--- config.mk ---
export PLATFORM = sky130hd
export DESIGN_NAME = cms_top
export DESIGN_NICKNAME = d
export VERILOG_FILES = /design/src/cms_pkg.sv /design/src/cms_top.sv
export VERILOG_INCLUDE_DIRS = /design/src /design/src/src
export SDC_FILE = /design/constraint.sdc
export NUM_CORES = 1
export LEC_CHECK = 0
export BUFFER_PORTS_ARGS = -buffer_cell sky130_fd_sc_hd__buf_2
export CAP_MARGIN = 20
export CORE_ASPECT_RATIO = 1.25
export CORE_UTILIZATION = 59
export CTS_BUF_LIST = sky130_fd_sc_hd__clkbuf_4
export CTS_CLUSTER_DIAMETER = 60
export DETAILED_ROUTE_END_ITERATION = 16
export GPL_ROUTABILITY_DRIVEN = 0
export PLACE_DENSITY = 0.83
export SLEW_MARGIN = 10
export SYNTH_ARGS = -nofsm -noshare
export SYNTH_HDL_FRONTEND = slang
export SYNTH_SLANG_ARGS = --single-unit
--- constraint.sdc ---
create_clock -name mclk_i -period 2.2 [get_ports mclk_i]
set_clock_uncertainty 0.05 [all_clocks]
set_input_delay 0.22 -clock mclk_i [delete_from_list [all_inputs] [get_ports mclk_i]]
set_output_delay 0.22 -clock mclk_i [all_outputs]
set_load 0.05 [all_outputs]
--- src/cms_defs.svh ---
// Constants for the compatibility-mode and sleep control block.
// Assumes inclusion by bare name from the package and the top module.
`ifndef CMS_DEFS_SVH
`define CMS_DEFS_SVH

// ----------------------------------------------------------------
// Data address space
// ----------------------------------------------------------------
`define CMS_IO_BASE    16'h0020
`define CMS_EXT_LO     16'h0060
`define CMS_EXT_HI     16'h00ff

// ----------------------------------------------------------------
// Register byte offsets
// ----------------------------------------------------------------
`define CMS_OFS_CTRL   8'h00
`define CMS_OFS_SLEEP  8'h04
`define CMS_OFS_STAT   8'h08
`define CMS_OFS_DIR    8'h0c
`define CMS_OFS_OUT    8'h10
`define CMS_OFS_PIN    8'h14
`define CMS_OFS_BAUD0  8'h18
`define CMS_OFS_BAUD1  8'h1c
`define CMS_OFS_PUD    8'h20

// ----------------------------------------------------------------
// Fields and sleep-mode codes
// ----------------------------------------------------------------
`define CMS_CTRL_MODE  2:0
`define CMS_CTRL_SE    3
`define CMS_MD_IDLE    3'h0
`define CMS_MD_PDOWN   3'h2
`define CMS_MD_PSAVE   3'h3
`define CMS_MD_STBY    3'h6
`define CMS_MD_XSTBY   3'h7
`define CMS_RESP_OK    2'h0
`define CMS_RESP_ERR   2'h2

`endif

--- src/cms_pkg.sv ---
// Types for the compatibility-mode and sleep control block.
// Assumes cms_defs.svh is on the include path.
package cms_pkg;
    `include "cms_defs.svh"

    typedef enum logic [2:0] {
        CMS_SM_IDLE, CMS_SM_PDOWN, CMS_SM_PSAVE,
        CMS_SM_STBY, CMS_SM_XSTBY
    } cms_sleep_t;

    typedef enum logic [1:0] {
        CMS_SEL_REGF, CMS_SEL_IO, CMS_SEL_EXT, CMS_SEL_RAM
    } cms_sel_t;

    typedef enum logic {
        CMS_ST_AWAKE, CMS_ST_ASLEEP
    } cms_state_t;
endpackage

--- src/cms_top.sv ---
// Device-level compatibility, sleep, port and register-file control.
// Assumes one clock, a synchronous reset held at least three edges,
// and an AXI4-Lite master that keeps one write and one read open.
//
// Functional notes
// - Extra I/O registers sit at data 0x60-0xFF, unreachable by I/O ops.
// - Short I/O space keeps its 64 predecessor locations unchanged.
// - Fuse programmed: whole extended window decodes as plain RAM.
// - Fuse programmed: extended interrupt vectors are dropped.
// - Fuse programmed: watchdog timeout change needs no timed sequence.
// - Fuse programmed: serial receivers use a single receive buffer.
// - Fuse programmed: no pin-change interrupts.
// - Fuse programmed: only the first wide timer is usable.
// - Two baud high registers, addresses fixed regardless of fuse.
// - Every port pin is tri-stated while reset is active.
// - Per-pin pull-up; it only acts while selected.
// - Idle halts CPU; SRAM, timers, SPI and interrupts keep running.
// - Power-down stops oscillator until interrupt or reset.
// - Power-save keeps the asynchronous timer counting.
// - Standby keeps the main oscillator running only.
// - Extended standby keeps main oscillator and asynchronous timer.
// - Boot code keeps executing while application memory is written.
// - Register file gives two reads and a write in one cycle.
`timescale 1ns/10ps
`default_nettype none
`include "cms_defs.svh"

module cms_top
    import cms_pkg::*;
#(
    parameter int PW = 8,                     // port width
    parameter int BW = 8                      // baud high width
) (
    input  wire logic          mclk_i,        // system clock
    input  wire logic          srst_i,        // sync reset, high
    input  wire logic          fuse_i,        // compat fuse pin
    input  wire logic [15:0]   daddr_i,       // data address
    input  wire logic [5:0]    ioaddr_i,      // short I/O address
    input  wire logic          wake_i,        // interrupt wake
    input  wire logic          boot_fetch_i,  // fetch from boot
    input  wire logic          app_wr_i,      // app memory busy
    input  wire logic [4:0]    rf_ra_i,       // read port a
    input  wire logic [4:0]    rf_rb_i,       // read port b
    input  wire logic          rf_we_i,       // write enable
    input  wire logic [4:0]    rf_wa_i,       // write address
    input  wire logic [7:0]    rf_wd_i,       // write data
    input  wire logic [PW-1:0] pin_i,         // pin level
    output logic [PW-1:0]      pin_o,         // pin drive
    output logic [PW-1:0]      pin_oe_n_o,    // drive enable, low
    output logic [PW-1:0]      pullup_o,      // pull-up on
    output cms_sel_t           dsel_o,        // data decode
    output cms_sel_t           iosel_o,       // I/O decode
    output logic               xvec_o,        // extended vectors
    output logic               wdt_seq_o,     // timed seq needed
    output logic               rx_dbl_o,      // double rx buffer
    output logic               pcint_en_o,    // pin-change irq on
    output logic               tmr2_en_o,     // second wide timer
    output logic [BW-1:0]      baud0_o,       // port0_baud_high
    output logic [BW-1:0]      baud1_o,       // port1_baud_high
    output logic               cpu_run_o,     // CPU clock on
    output logic               io_run_o,      // peripherals on
    output logic               osc_run_o,     // main oscillator on
    output logic               atmr_run_o,    // async timer on
    output logic               stall_o,       // CPU fetch stall
    output logic [7:0]         rf_a_o,        // read data a
    output logic [7:0]         rf_b_o,        // read data b
    input  wire logic [31:0]   s_axi_awaddr,  // write address
    input  wire logic          s_axi_awvalid, // aw valid
    output logic               s_axi_awready, // aw ready
    input  wire logic [31:0]   s_axi_wdata,   // write data
    input  wire logic [3:0]    s_axi_wstrb,   // byte strobes
    input  wire logic          s_axi_wvalid,  // w valid
    output logic               s_axi_wready,  // w ready
    output logic [1:0]         s_axi_bresp,   // write response
    output logic               s_axi_bvalid,  // b valid
    input  wire logic          s_axi_bready,  // b ready
    input  wire logic [31:0]   s_axi_araddr,  // read address
    input  wire logic          s_axi_arvalid, // ar valid
    output logic               s_axi_arready, // ar ready
    output logic [31:0]        s_axi_rdata,   // read data
    output logic [1:0]         s_axi_rresp,   // read response
    output logic               s_axi_rvalid,  // r valid
    input  wire logic          s_axi_rready   // r ready
);

    // ------------------------------------------------------------
    // Decode
    // ------------------------------------------------------------
    function automatic cms_sel_t decode(
        input logic [15:0] a,
        input logic        legacy
    );
        cms_sel_t s;
        s = CMS_SEL_RAM;
        if (a < `CMS_IO_BASE)
            s = CMS_SEL_REGF;
        else if (a < `CMS_EXT_LO)
            s = CMS_SEL_IO;
        else if (a <= `CMS_EXT_HI)
            s = legacy ? CMS_SEL_RAM
                       : CMS_SEL_EXT;
        return s;
    endfunction

    function automatic cms_sleep_t mode_of(input logic [2:0] c);
        cms_sleep_t m;
        case (c)
            `CMS_MD_PDOWN: m = CMS_SM_PDOWN;
            `CMS_MD_PSAVE: m = CMS_SM_PSAVE;
            `CMS_MD_STBY:  m = CMS_SM_STBY;
            `CMS_MD_XSTBY: m = CMS_SM_XSTBY;
            default:       m = CMS_SM_IDLE;
        endcase
        return m;
    endfunction

    // ------------------------------------------------------------
    // Pin synchronisers
    // ------------------------------------------------------------
    logic          fuse_s1_q;
    logic          fuse_s2_q;
    logic          wake_s1_q;
    logic          wake_s2_q;
    logic [PW-1:0] pin_s1_q;
    logic [PW-1:0] pin_s2_q;

    always_ff @(posedge mclk_i) begin
        fuse_s1_q <= fuse_i;
        fuse_s2_q <= fuse_s1_q;
        wake_s1_q <= wake_i;
        wake_s2_q <= wake_s1_q;
        pin_s1_q  <= pin_i;
        pin_s2_q  <= pin_s1_q;
    end

    // ------------------------------------------------------------
    // Compatibility fuse
    // ------------------------------------------------------------
    // Latched only in reset so decoding never moves under code
    logic legacy_compat_fuse_q;

    always_ff @(posedge mclk_i) begin
        if (srst_i)
            legacy_compat_fuse_q <= fuse_s2_q;
    end

    always_ff @(posedge mclk_i) begin
        if (srst_i) begin
            dsel_o     <= CMS_SEL_RAM;
            iosel_o    <= CMS_SEL_IO;
            xvec_o     <= 1'b0;
            wdt_seq_o  <= 1'b0;
            rx_dbl_o   <= 1'b0;
            pcint_en_o <= 1'b0;
            tmr2_en_o  <= 1'b0;
        end else begin
            dsel_o     <= decode(daddr_i, legacy_compat_fuse_q);
            // Short I/O ops map below the window by construction
            iosel_o    <= decode(`CMS_IO_BASE + {10'h000, ioaddr_i},
                                 legacy_compat_fuse_q);
            xvec_o     <= !legacy_compat_fuse_q;
            wdt_seq_o  <= !legacy_compat_fuse_q;
            rx_dbl_o   <= !legacy_compat_fuse_q;
            pcint_en_o <= !legacy_compat_fuse_q;
            tmr2_en_o  <= !legacy_compat_fuse_q;
        end
    end

    // ------------------------------------------------------------
    // AXI4-Lite slave
    // ------------------------------------------------------------
    logic [7:0]    aw_q;
    logic          aw_ok_q;
    logic [31:0]   wd_q;
    logic [3:0]    ws_q;
    logic          w_ok_q;
    logic [2:0]    ctrl_q;
    logic          se_q;
    logic [PW-1:0] dir_q;
    logic [PW-1:0] out_q;
    logic [PW-1:0] pud_q;
    logic          sleep_req;
    logic          hit;

    assign sleep_req = aw_ok_q && w_ok_q && !s_axi_bvalid
                    && aw_q == `CMS_OFS_SLEEP && ws_q[0] && wd_q[0];

    always_comb begin
        case (aw_q)
            `CMS_OFS_CTRL, `CMS_OFS_SLEEP, `CMS_OFS_DIR,
            `CMS_OFS_OUT, `CMS_OFS_BAUD0, `CMS_OFS_BAUD1,
            `CMS_OFS_PUD: hit = 1'b1;
            default:      hit = 1'b0;
        endcase
    end

    always_ff @(posedge mclk_i) begin
        if (srst_i) begin
            aw_ok_q       <= 1'b0;
            w_ok_q        <= 1'b0;
            aw_q          <= 8'h00;
            wd_q          <= 32'h0000_0000;
            ws_q          <= 4'h0;
            s_axi_awready <= 1'b1;
            s_axi_wready  <= 1'b1;
            s_axi_bvalid  <= 1'b0;
            s_axi_bresp   <= `CMS_RESP_OK;
        end else begin
            if (s_axi_awvalid && s_axi_awready) begin
                aw_q          <= s_axi_awaddr[7:0];
                aw_ok_q       <= 1'b1;
                s_axi_awready <= 1'b0;
            end
            if (s_axi_wvalid && s_axi_wready) begin
                wd_q         <= s_axi_wdata;
                ws_q         <= s_axi_wstrb;
                w_ok_q       <= 1'b1;
                s_axi_wready <= 1'b0;
            end
            if (aw_ok_q && w_ok_q && !s_axi_bvalid) begin
                s_axi_bvalid <= 1'b1;
                s_axi_bresp  <= hit ? `CMS_RESP_OK : `CMS_RESP_ERR;
            end
            if (s_axi_bvalid && s_axi_bready) begin
                s_axi_bvalid  <= 1'b0;
                aw_ok_q       <= 1'b0;
                w_ok_q        <= 1'b0;
                s_axi_awready <= 1'b1;
                s_axi_wready  <= 1'b1;
            end
        end
    end

    // Register stores; only byte lane 0 carries data
    always_ff @(posedge mclk_i) begin
        if (srst_i) begin
            ctrl_q  <= `CMS_MD_IDLE;
            se_q    <= 1'b0;
            dir_q   <= '0;
            out_q   <= '0;
            pud_q   <= '0;
            baud0_o <= '0;
            baud1_o <= '0;
        end else if (aw_ok_q && w_ok_q && !s_axi_bvalid && ws_q[0]) begin
            case (aw_q)
                `CMS_OFS_CTRL: begin
                    ctrl_q <= wd_q[`CMS_CTRL_MODE];
                    se_q   <= wd_q[`CMS_CTRL_SE];
                end
                `CMS_OFS_DIR:   dir_q   <= wd_q[PW-1:0];
                `CMS_OFS_OUT:   out_q   <= wd_q[PW-1:0];
                `CMS_OFS_PUD:   pud_q   <= wd_q[PW-1:0];
                `CMS_OFS_BAUD0: baud0_o <= wd_q[BW-1:0];
                `CMS_OFS_BAUD1: baud1_o <= wd_q[BW-1:0];
                default: ;
            endcase
        end
    end

    // ------------------------------------------------------------
    // Sleep control
    // ------------------------------------------------------------
    cms_state_t st_q;
    cms_sleep_t md_q;

    always_ff @(posedge mclk_i) begin
        if (srst_i) begin
            st_q <= CMS_ST_AWAKE;
            md_q <= CMS_SM_IDLE;
        end else begin
            case (st_q)
                CMS_ST_AWAKE:
                    if (sleep_req && se_q) begin
                        st_q <= CMS_ST_ASLEEP;
                        md_q <= mode_of(ctrl_q);
                    end
                CMS_ST_ASLEEP:
                    if (wake_s2_q)
                        st_q <= CMS_ST_AWAKE;
                default: st_q <= CMS_ST_AWAKE;
            endcase
        end
    end

    always_ff @(posedge mclk_i) begin
        if (srst_i || st_q == CMS_ST_AWAKE) begin
            cpu_run_o  <= 1'b1;
            io_run_o   <= 1'b1;
            osc_run_o  <= 1'b1;
            atmr_run_o <= 1'b1;
        end else begin
            cpu_run_o <= 1'b0;
            case (md_q)
                CMS_SM_IDLE: begin
                    io_run_o   <= 1'b1;
                    osc_run_o  <= 1'b1;
                    atmr_run_o <= 1'b1;
                end
                CMS_SM_PSAVE: begin
                    io_run_o   <= 1'b0;
                    osc_run_o  <= 1'b0;
                    atmr_run_o <= 1'b1;
                end
                CMS_SM_STBY: begin
                    io_run_o   <= 1'b0;
                    osc_run_o  <= 1'b1;
                    atmr_run_o <= 1'b0;
                end
                CMS_SM_XSTBY: begin
                    io_run_o   <= 1'b0;
                    osc_run_o  <= 1'b1;
                    atmr_run_o <= 1'b1;
                end
                default: begin
                    io_run_o   <= 1'b0;
                    osc_run_o  <= 1'b0;
                    atmr_run_o <= 1'b0;
                end
            endcase
        end
    end

    // ------------------------------------------------------------
    // Read-while-write and register file
    // ------------------------------------------------------------
    // Only application-section fetches wait for the write to end
    always_ff @(posedge mclk_i) begin
        if (srst_i)
            stall_o <= 1'b0;
        else
            stall_o <= app_wr_i && !boot_fetch_i;
    end

    logic [7:0] rf_mem [32];

    always_ff @(posedge mclk_i) begin
        if (rf_we_i)
            rf_mem[rf_wa_i] <= rf_wd_i;
    end

    always_ff @(posedge mclk_i) begin
        if (srst_i) begin
            rf_a_o <= 8'h00;
            rf_b_o <= 8'h00;
        end else begin
            rf_a_o <= rf_mem[rf_ra_i];
            rf_b_o <= rf_mem[rf_rb_i];
        end
    end

    // ------------------------------------------------------------
    // Port pins
    // ------------------------------------------------------------
    // Reset is synchronous here, so release to high impedance takes
    // one edge; a clockless reset needs a pad-level gate outside.
    always_ff @(posedge mclk_i) begin
        if (srst_i) begin
            pin_oe_n_o <= '1;
            pin_o      <= '0;
            pullup_o   <= '0;
        end else begin
            pin_oe_n_o <= ~dir_q;
            pin_o      <= out_q;
            pullup_o   <= ~dir_q & out_q & ~pud_q;
        end
    end

    // ------------------------------------------------------------
    // Read channel
    // ------------------------------------------------------------
    always_ff @(posedge mclk_i) begin
        if (srst_i) begin
            s_axi_arready <= 1'b1;
            s_axi_rvalid  <= 1'b0;
            s_axi_rdata   <= 32'h0000_0000;
            s_axi_rresp   <= `CMS_RESP_OK;
        end else if (s_axi_arvalid && s_axi_arready) begin
            s_axi_arready <= 1'b0;
            s_axi_rvalid  <= 1'b1;
            s_axi_rresp   <= `CMS_RESP_OK;
            s_axi_rdata   <= 32'h0000_0000;
            case (s_axi_araddr[7:0])
                `CMS_OFS_CTRL:  s_axi_rdata[3:0] <= {se_q, ctrl_q};
                `CMS_OFS_SLEEP: ;
                `CMS_OFS_STAT:  s_axi_rdata[4:0] <=
                    {md_q, st_q == CMS_ST_ASLEEP, legacy_compat_fuse_q};
                `CMS_OFS_DIR:   s_axi_rdata[PW-1:0] <= dir_q;
                `CMS_OFS_OUT:   s_axi_rdata[PW-1:0] <= out_q;
                `CMS_OFS_PIN:   s_axi_rdata[PW-1:0] <= pin_s2_q;
                `CMS_OFS_BAUD0: s_axi_rdata[BW-1:0] <= baud0_o;
                `CMS_OFS_BAUD1: s_axi_rdata[BW-1:0] <= baud1_o;
                `CMS_OFS_PUD:   s_axi_rdata[PW-1:0] <= pud_q;
                default:        s_axi_rresp <= `CMS_RESP_ERR;
            endcase
        end else if (s_axi_rvalid && s_axi_rready) begin
            s_axi_rvalid  <= 1'b0;
            s_axi_arready <= 1'b1;
        end
    end

endmodule
`default_nettype wire

==> results.txt <==
----------------------------------------------------
[Floorplanning]
  Die Ht ... 194 um
  Floorplan core area ... 28700 um2
  Standard-cell row count ... 69
  Effective utilization at floorplan ... 60.6%
  I/O Pins ... 276
  Die area ... 30100 um2
  Die Wd ... 155 um

[Clocking]
  Post-CTS clock slew at the launch and capture registers of the worst setup and hold paths ... 70 ps
  CTS root buffer ... clkbuf_4
  Buffer count from post-CTS setup fixing ... 0
  CTS tree ... yes
  Number of sinks handled by clock tree synthesis ... 407
  TritonCTS Buffers ... 98
  Clk Latency, worst-skew pair ... 720 ps
  Max Root-Sink Buffers ... 3
  H-tree lvl count ... 3

[Routing]
  Drt initial violations ... 1325
  Total wire length after detailed routing ... 45300 um
  Detail-routed net length per standard cell ... 23.2 um
  Number of antenna-violating nets in the routed design ... 0
  Via count ... 12000
  # DRC ... 0
  Router iterations before antenna repair ... 5
  Number of vias per cell after detailed routing ... 6.12

[Timing]
  Number of max-slew violations in the final report ... 0
  Worst Tran Pin Value ... 840 ps
  Clock period minus worst slack ... 2170 ps
  Headroom to the max-slew limit ... 43.9%
  Fraction of the cycle the final worst path needs ... 98.8%
  Post-route worst setup slack ... 26.4 ps
  WHS ... 67.7 ps
  Hold Violations, Final ... 0
  Final sum of negative setup slack ... 0 ps
  Setup violators final ... 0
  F_max ... 460 MHz

[Yosys]
  Dominant combinational cell family by area after synthesis ... multiplexers
  Post-synth EDFFs ... 257
  Mean area per synthesized cell ... 15.0 um2
  Warnings, synthesis ... 0
  Biggest area contributors in the synthesized netlist ... edfxtp_1 44%, dfxtp_1 17%, mux4_2 17%, mux2i_1 3.2%, a22oi_1 2.9%
  Most repeated cell in the gate-level netlist after synthesis ... edfxtp_1
  Fraction of synthesis flops using an asynchronous set or reset pin ... 0%
  Post-synth design cell area ... 17400 um2
  Post-Synth Simple-Gate Area ... 8.46%
  Area leader, netlist ... edfxtp_1
  Number of distinct standard cells referenced by the synthesized netlist ... 56
  Synthesized-area fraction occupied by ao, oa, aoi and oai cells ... 6.30%
  Synth Instances ... 1155
  Adder-cell share of the synthesized area ... 0%
  Fraction of synthesized cell area in xor and xnor cells ... 0.0504%
  Most used standard cells in the synthesized netlist ... 257 x edfxtp_1, 150 x dfxtp_1, 130 x mux4_2, 96 x nor2_1, 89 x nand2_1
  Flops & latches, synth ... 407
  Share of synthesized area spent on multiplexers ... 20.2%
  Sequential-to-total area share from yosys stat ... 61.7%
  Portion of synthesized cell area occupied by the leading cell type ... 44.4%
  Primary flip-flop cell chosen by synthesis mapping ... edfxtp_1

[Critical path]
  Crit path kind ... in2reg
  Type of element capturing the critical path ... register
  Max incr delay on CP ... 580 ps
  Worst EP arrival ... 2770 ps
  Startpoint kind of the worst setup timing path ... input port
  Slowest-stage cell, CP ... dlygate4sd3_1
  Cell chain of the critical path ... dlygate4sd3_1, buf_2, nor4_4, dlygate4sd3_1, o21ai_1, a211o_1, or3b_1, o211ai_1
  Required time of the critical path ... 2790 ps
  Largest driver fanout on the critical path ... 6
  Most numerous cell on the critical path ... dlygate4sd3_1

[Power and ir drop]
  Comb power frac ... 10.0%
  Net load switching power ... 3.94 mW
  Power per cell area ... 762 nW/um2
  Pint ... 12.0 mW
  Share of total power in sequential cells ... 52.3%
  Switching Fraction ... 24.7%
  Clock network fraction of design power ... 37.7%
  Leakage Power ... 7.71 nW
  Worst voltage drop across the vdd grid ... 0.488 mV

[GRT]
  Via count of the first global-routing pass ... 12500
  Maximum number of pins on one net before global-route repair ... 37
  Wire length of the first global-routing pass ... 68700 um
  Aggregate global-route resource usage ... 30.7%
  GRT overflow ... 0
  Initial antenna violation count ... 1

[Placed design]
  Count of port buffers added during placement ... 161
  DP HPWL ... 29600 um
  Post-Place Cells ... 1708
  Setup slack after placement ... 166 ps

[Finish]
  Layout net count ... 1658
  Register containing the most flip-flops in the final layout ... rf_mem
  Non-filler instance count after layout ... 1955
  Area overhead of the layout relative to synthesis ... 20.5%
  Fraction of the core area covered by cells at the end of the flow ... 73.0%
  Share of post-route cells with drive strength above 1 ... 34.4%
  Number of fill cells in the layout ... 1736
  Max reg flops ... 256

[Status]
  Outcome ... completed

[Min path]
  Hold Path Class ... in2reg

[Job]
  Number of maximum-capacitance constraint violations ... 0

----------------------------------------------------
==> power groups by stage <==
stage | sequential (mW) | clock, mW | combinational (mW)
global placement | 8.49 | 0 | 1.42
detailed placement | 8.50 | 0 | 1.46
finish | 8.34 | 6.01 | 1.59
floorplan | 8.62 | 0 | 0.856
CTS | 8.33 | 6.08 | 1.56
global route | 8.34 | 6.53 | 1.67
==> layout by cell type, fill, tap and decap left out, drive strengths merged, types with 2 or more instances in the layout <==
master       instances
edfxtp             257
buf                235
dfxtp              150
clkbuf             148
mux4               130
nor2                99
nand2               89
dlygate4sd3         74
a22oi               67
mux2i               55
a21oi               33
conb                28
nor2b               24
clkinv              21
nand3               19
a22o                17
o21ai               17
inv                 10
nor4                10
nor3b                9
nand3b               9
and2                 8
nand4                6
nand2b               4
or3b                 4
a31oi                3
mux2                 3
a311oi               3
diode                2
nor3                 2
and3                 2
a2bb2oi              2
o22ai                2
a32oi                2
o211ai               2
o31ai                2
nor4b                2
==> final cells by class <==
class                           count  area, um2  share of cell area, %
Antenna cell                        2       5.00                 0.0239
Clock buffer                      147       1100                   5.27
Clock inverter                     23        114                  0.544
Inverter                            9       33.8                  0.161
Multi-Input combinational cell    666       6220                   29.7
Sequential cell                   407      10700                   51.2
Tap cell                          390        488                   2.33
Timing Repair Buffer              311       2240                   10.7
==> critical path, delay by kind of cell <==
kind | cells | cell delay [ps]
AO/OA/AOI/OAI | 3 | 560
AND/OR/NAND/NOR | 2 | 700
buffers and inverters | 3 | 1290
==> path summary, 6_finish.rpt <==
kind / from / endpoint / slack [ps] / cells after the start
hold / removal: s_axi_araddr[4] / s_axi_rdata[5] / 70 / 4
hold reg to reg: pin_s1_q[3] / pin_s2_q[3] / 270 / 0
setup reg to reg: aw_q[7] / md_q[2] / 330 / 5
setup / recovery: s_axi_araddr[6] / s_axi_rdata[0] / 30 / 8
==> metrics by stage <==
stage,cell area (um2),power (mW)
after floorplan,17500,9.47
after global placement,18900,9.91
after detailed placement,18900,9.96
after CTS,20900,16.0
after global routing,20900,16.5
final,20900,15.9
==> cells by family (layout without fill, tap and decap cells) <==
| group | count (synthesis) | after routing |
|---|---|---|
| buffers and inverters | 108 | 490 |
| flip-flops | 407 | 407 |
| multiplexers | 188 | 188 |
| AO/OA/AOI/OAI | 158 | 158 |
| AND/OR/NAND/NOR | 291 | 291 |
| XOR/XNOR | 1 | 1 |
| other | 2 | 30 |
==> metal layers <==
layer	global-route usage [%]	routed length, um	vias to the layer above
li1	-	-	5213
met1	34.8	15300	5815
met2	53.0	23300	797
met3	7.04	4400	138
met4	17.9	2240	0
met5	0	0	-
==> what timing repair did <==
item,4_1_cts,5_1_grt
hold buffers,75,0
endpoints found under the hold margin,292,0
endpoints found under the setup margin,0,4
gates resized for setup,0,9
(Power assumes the default switching activity.)
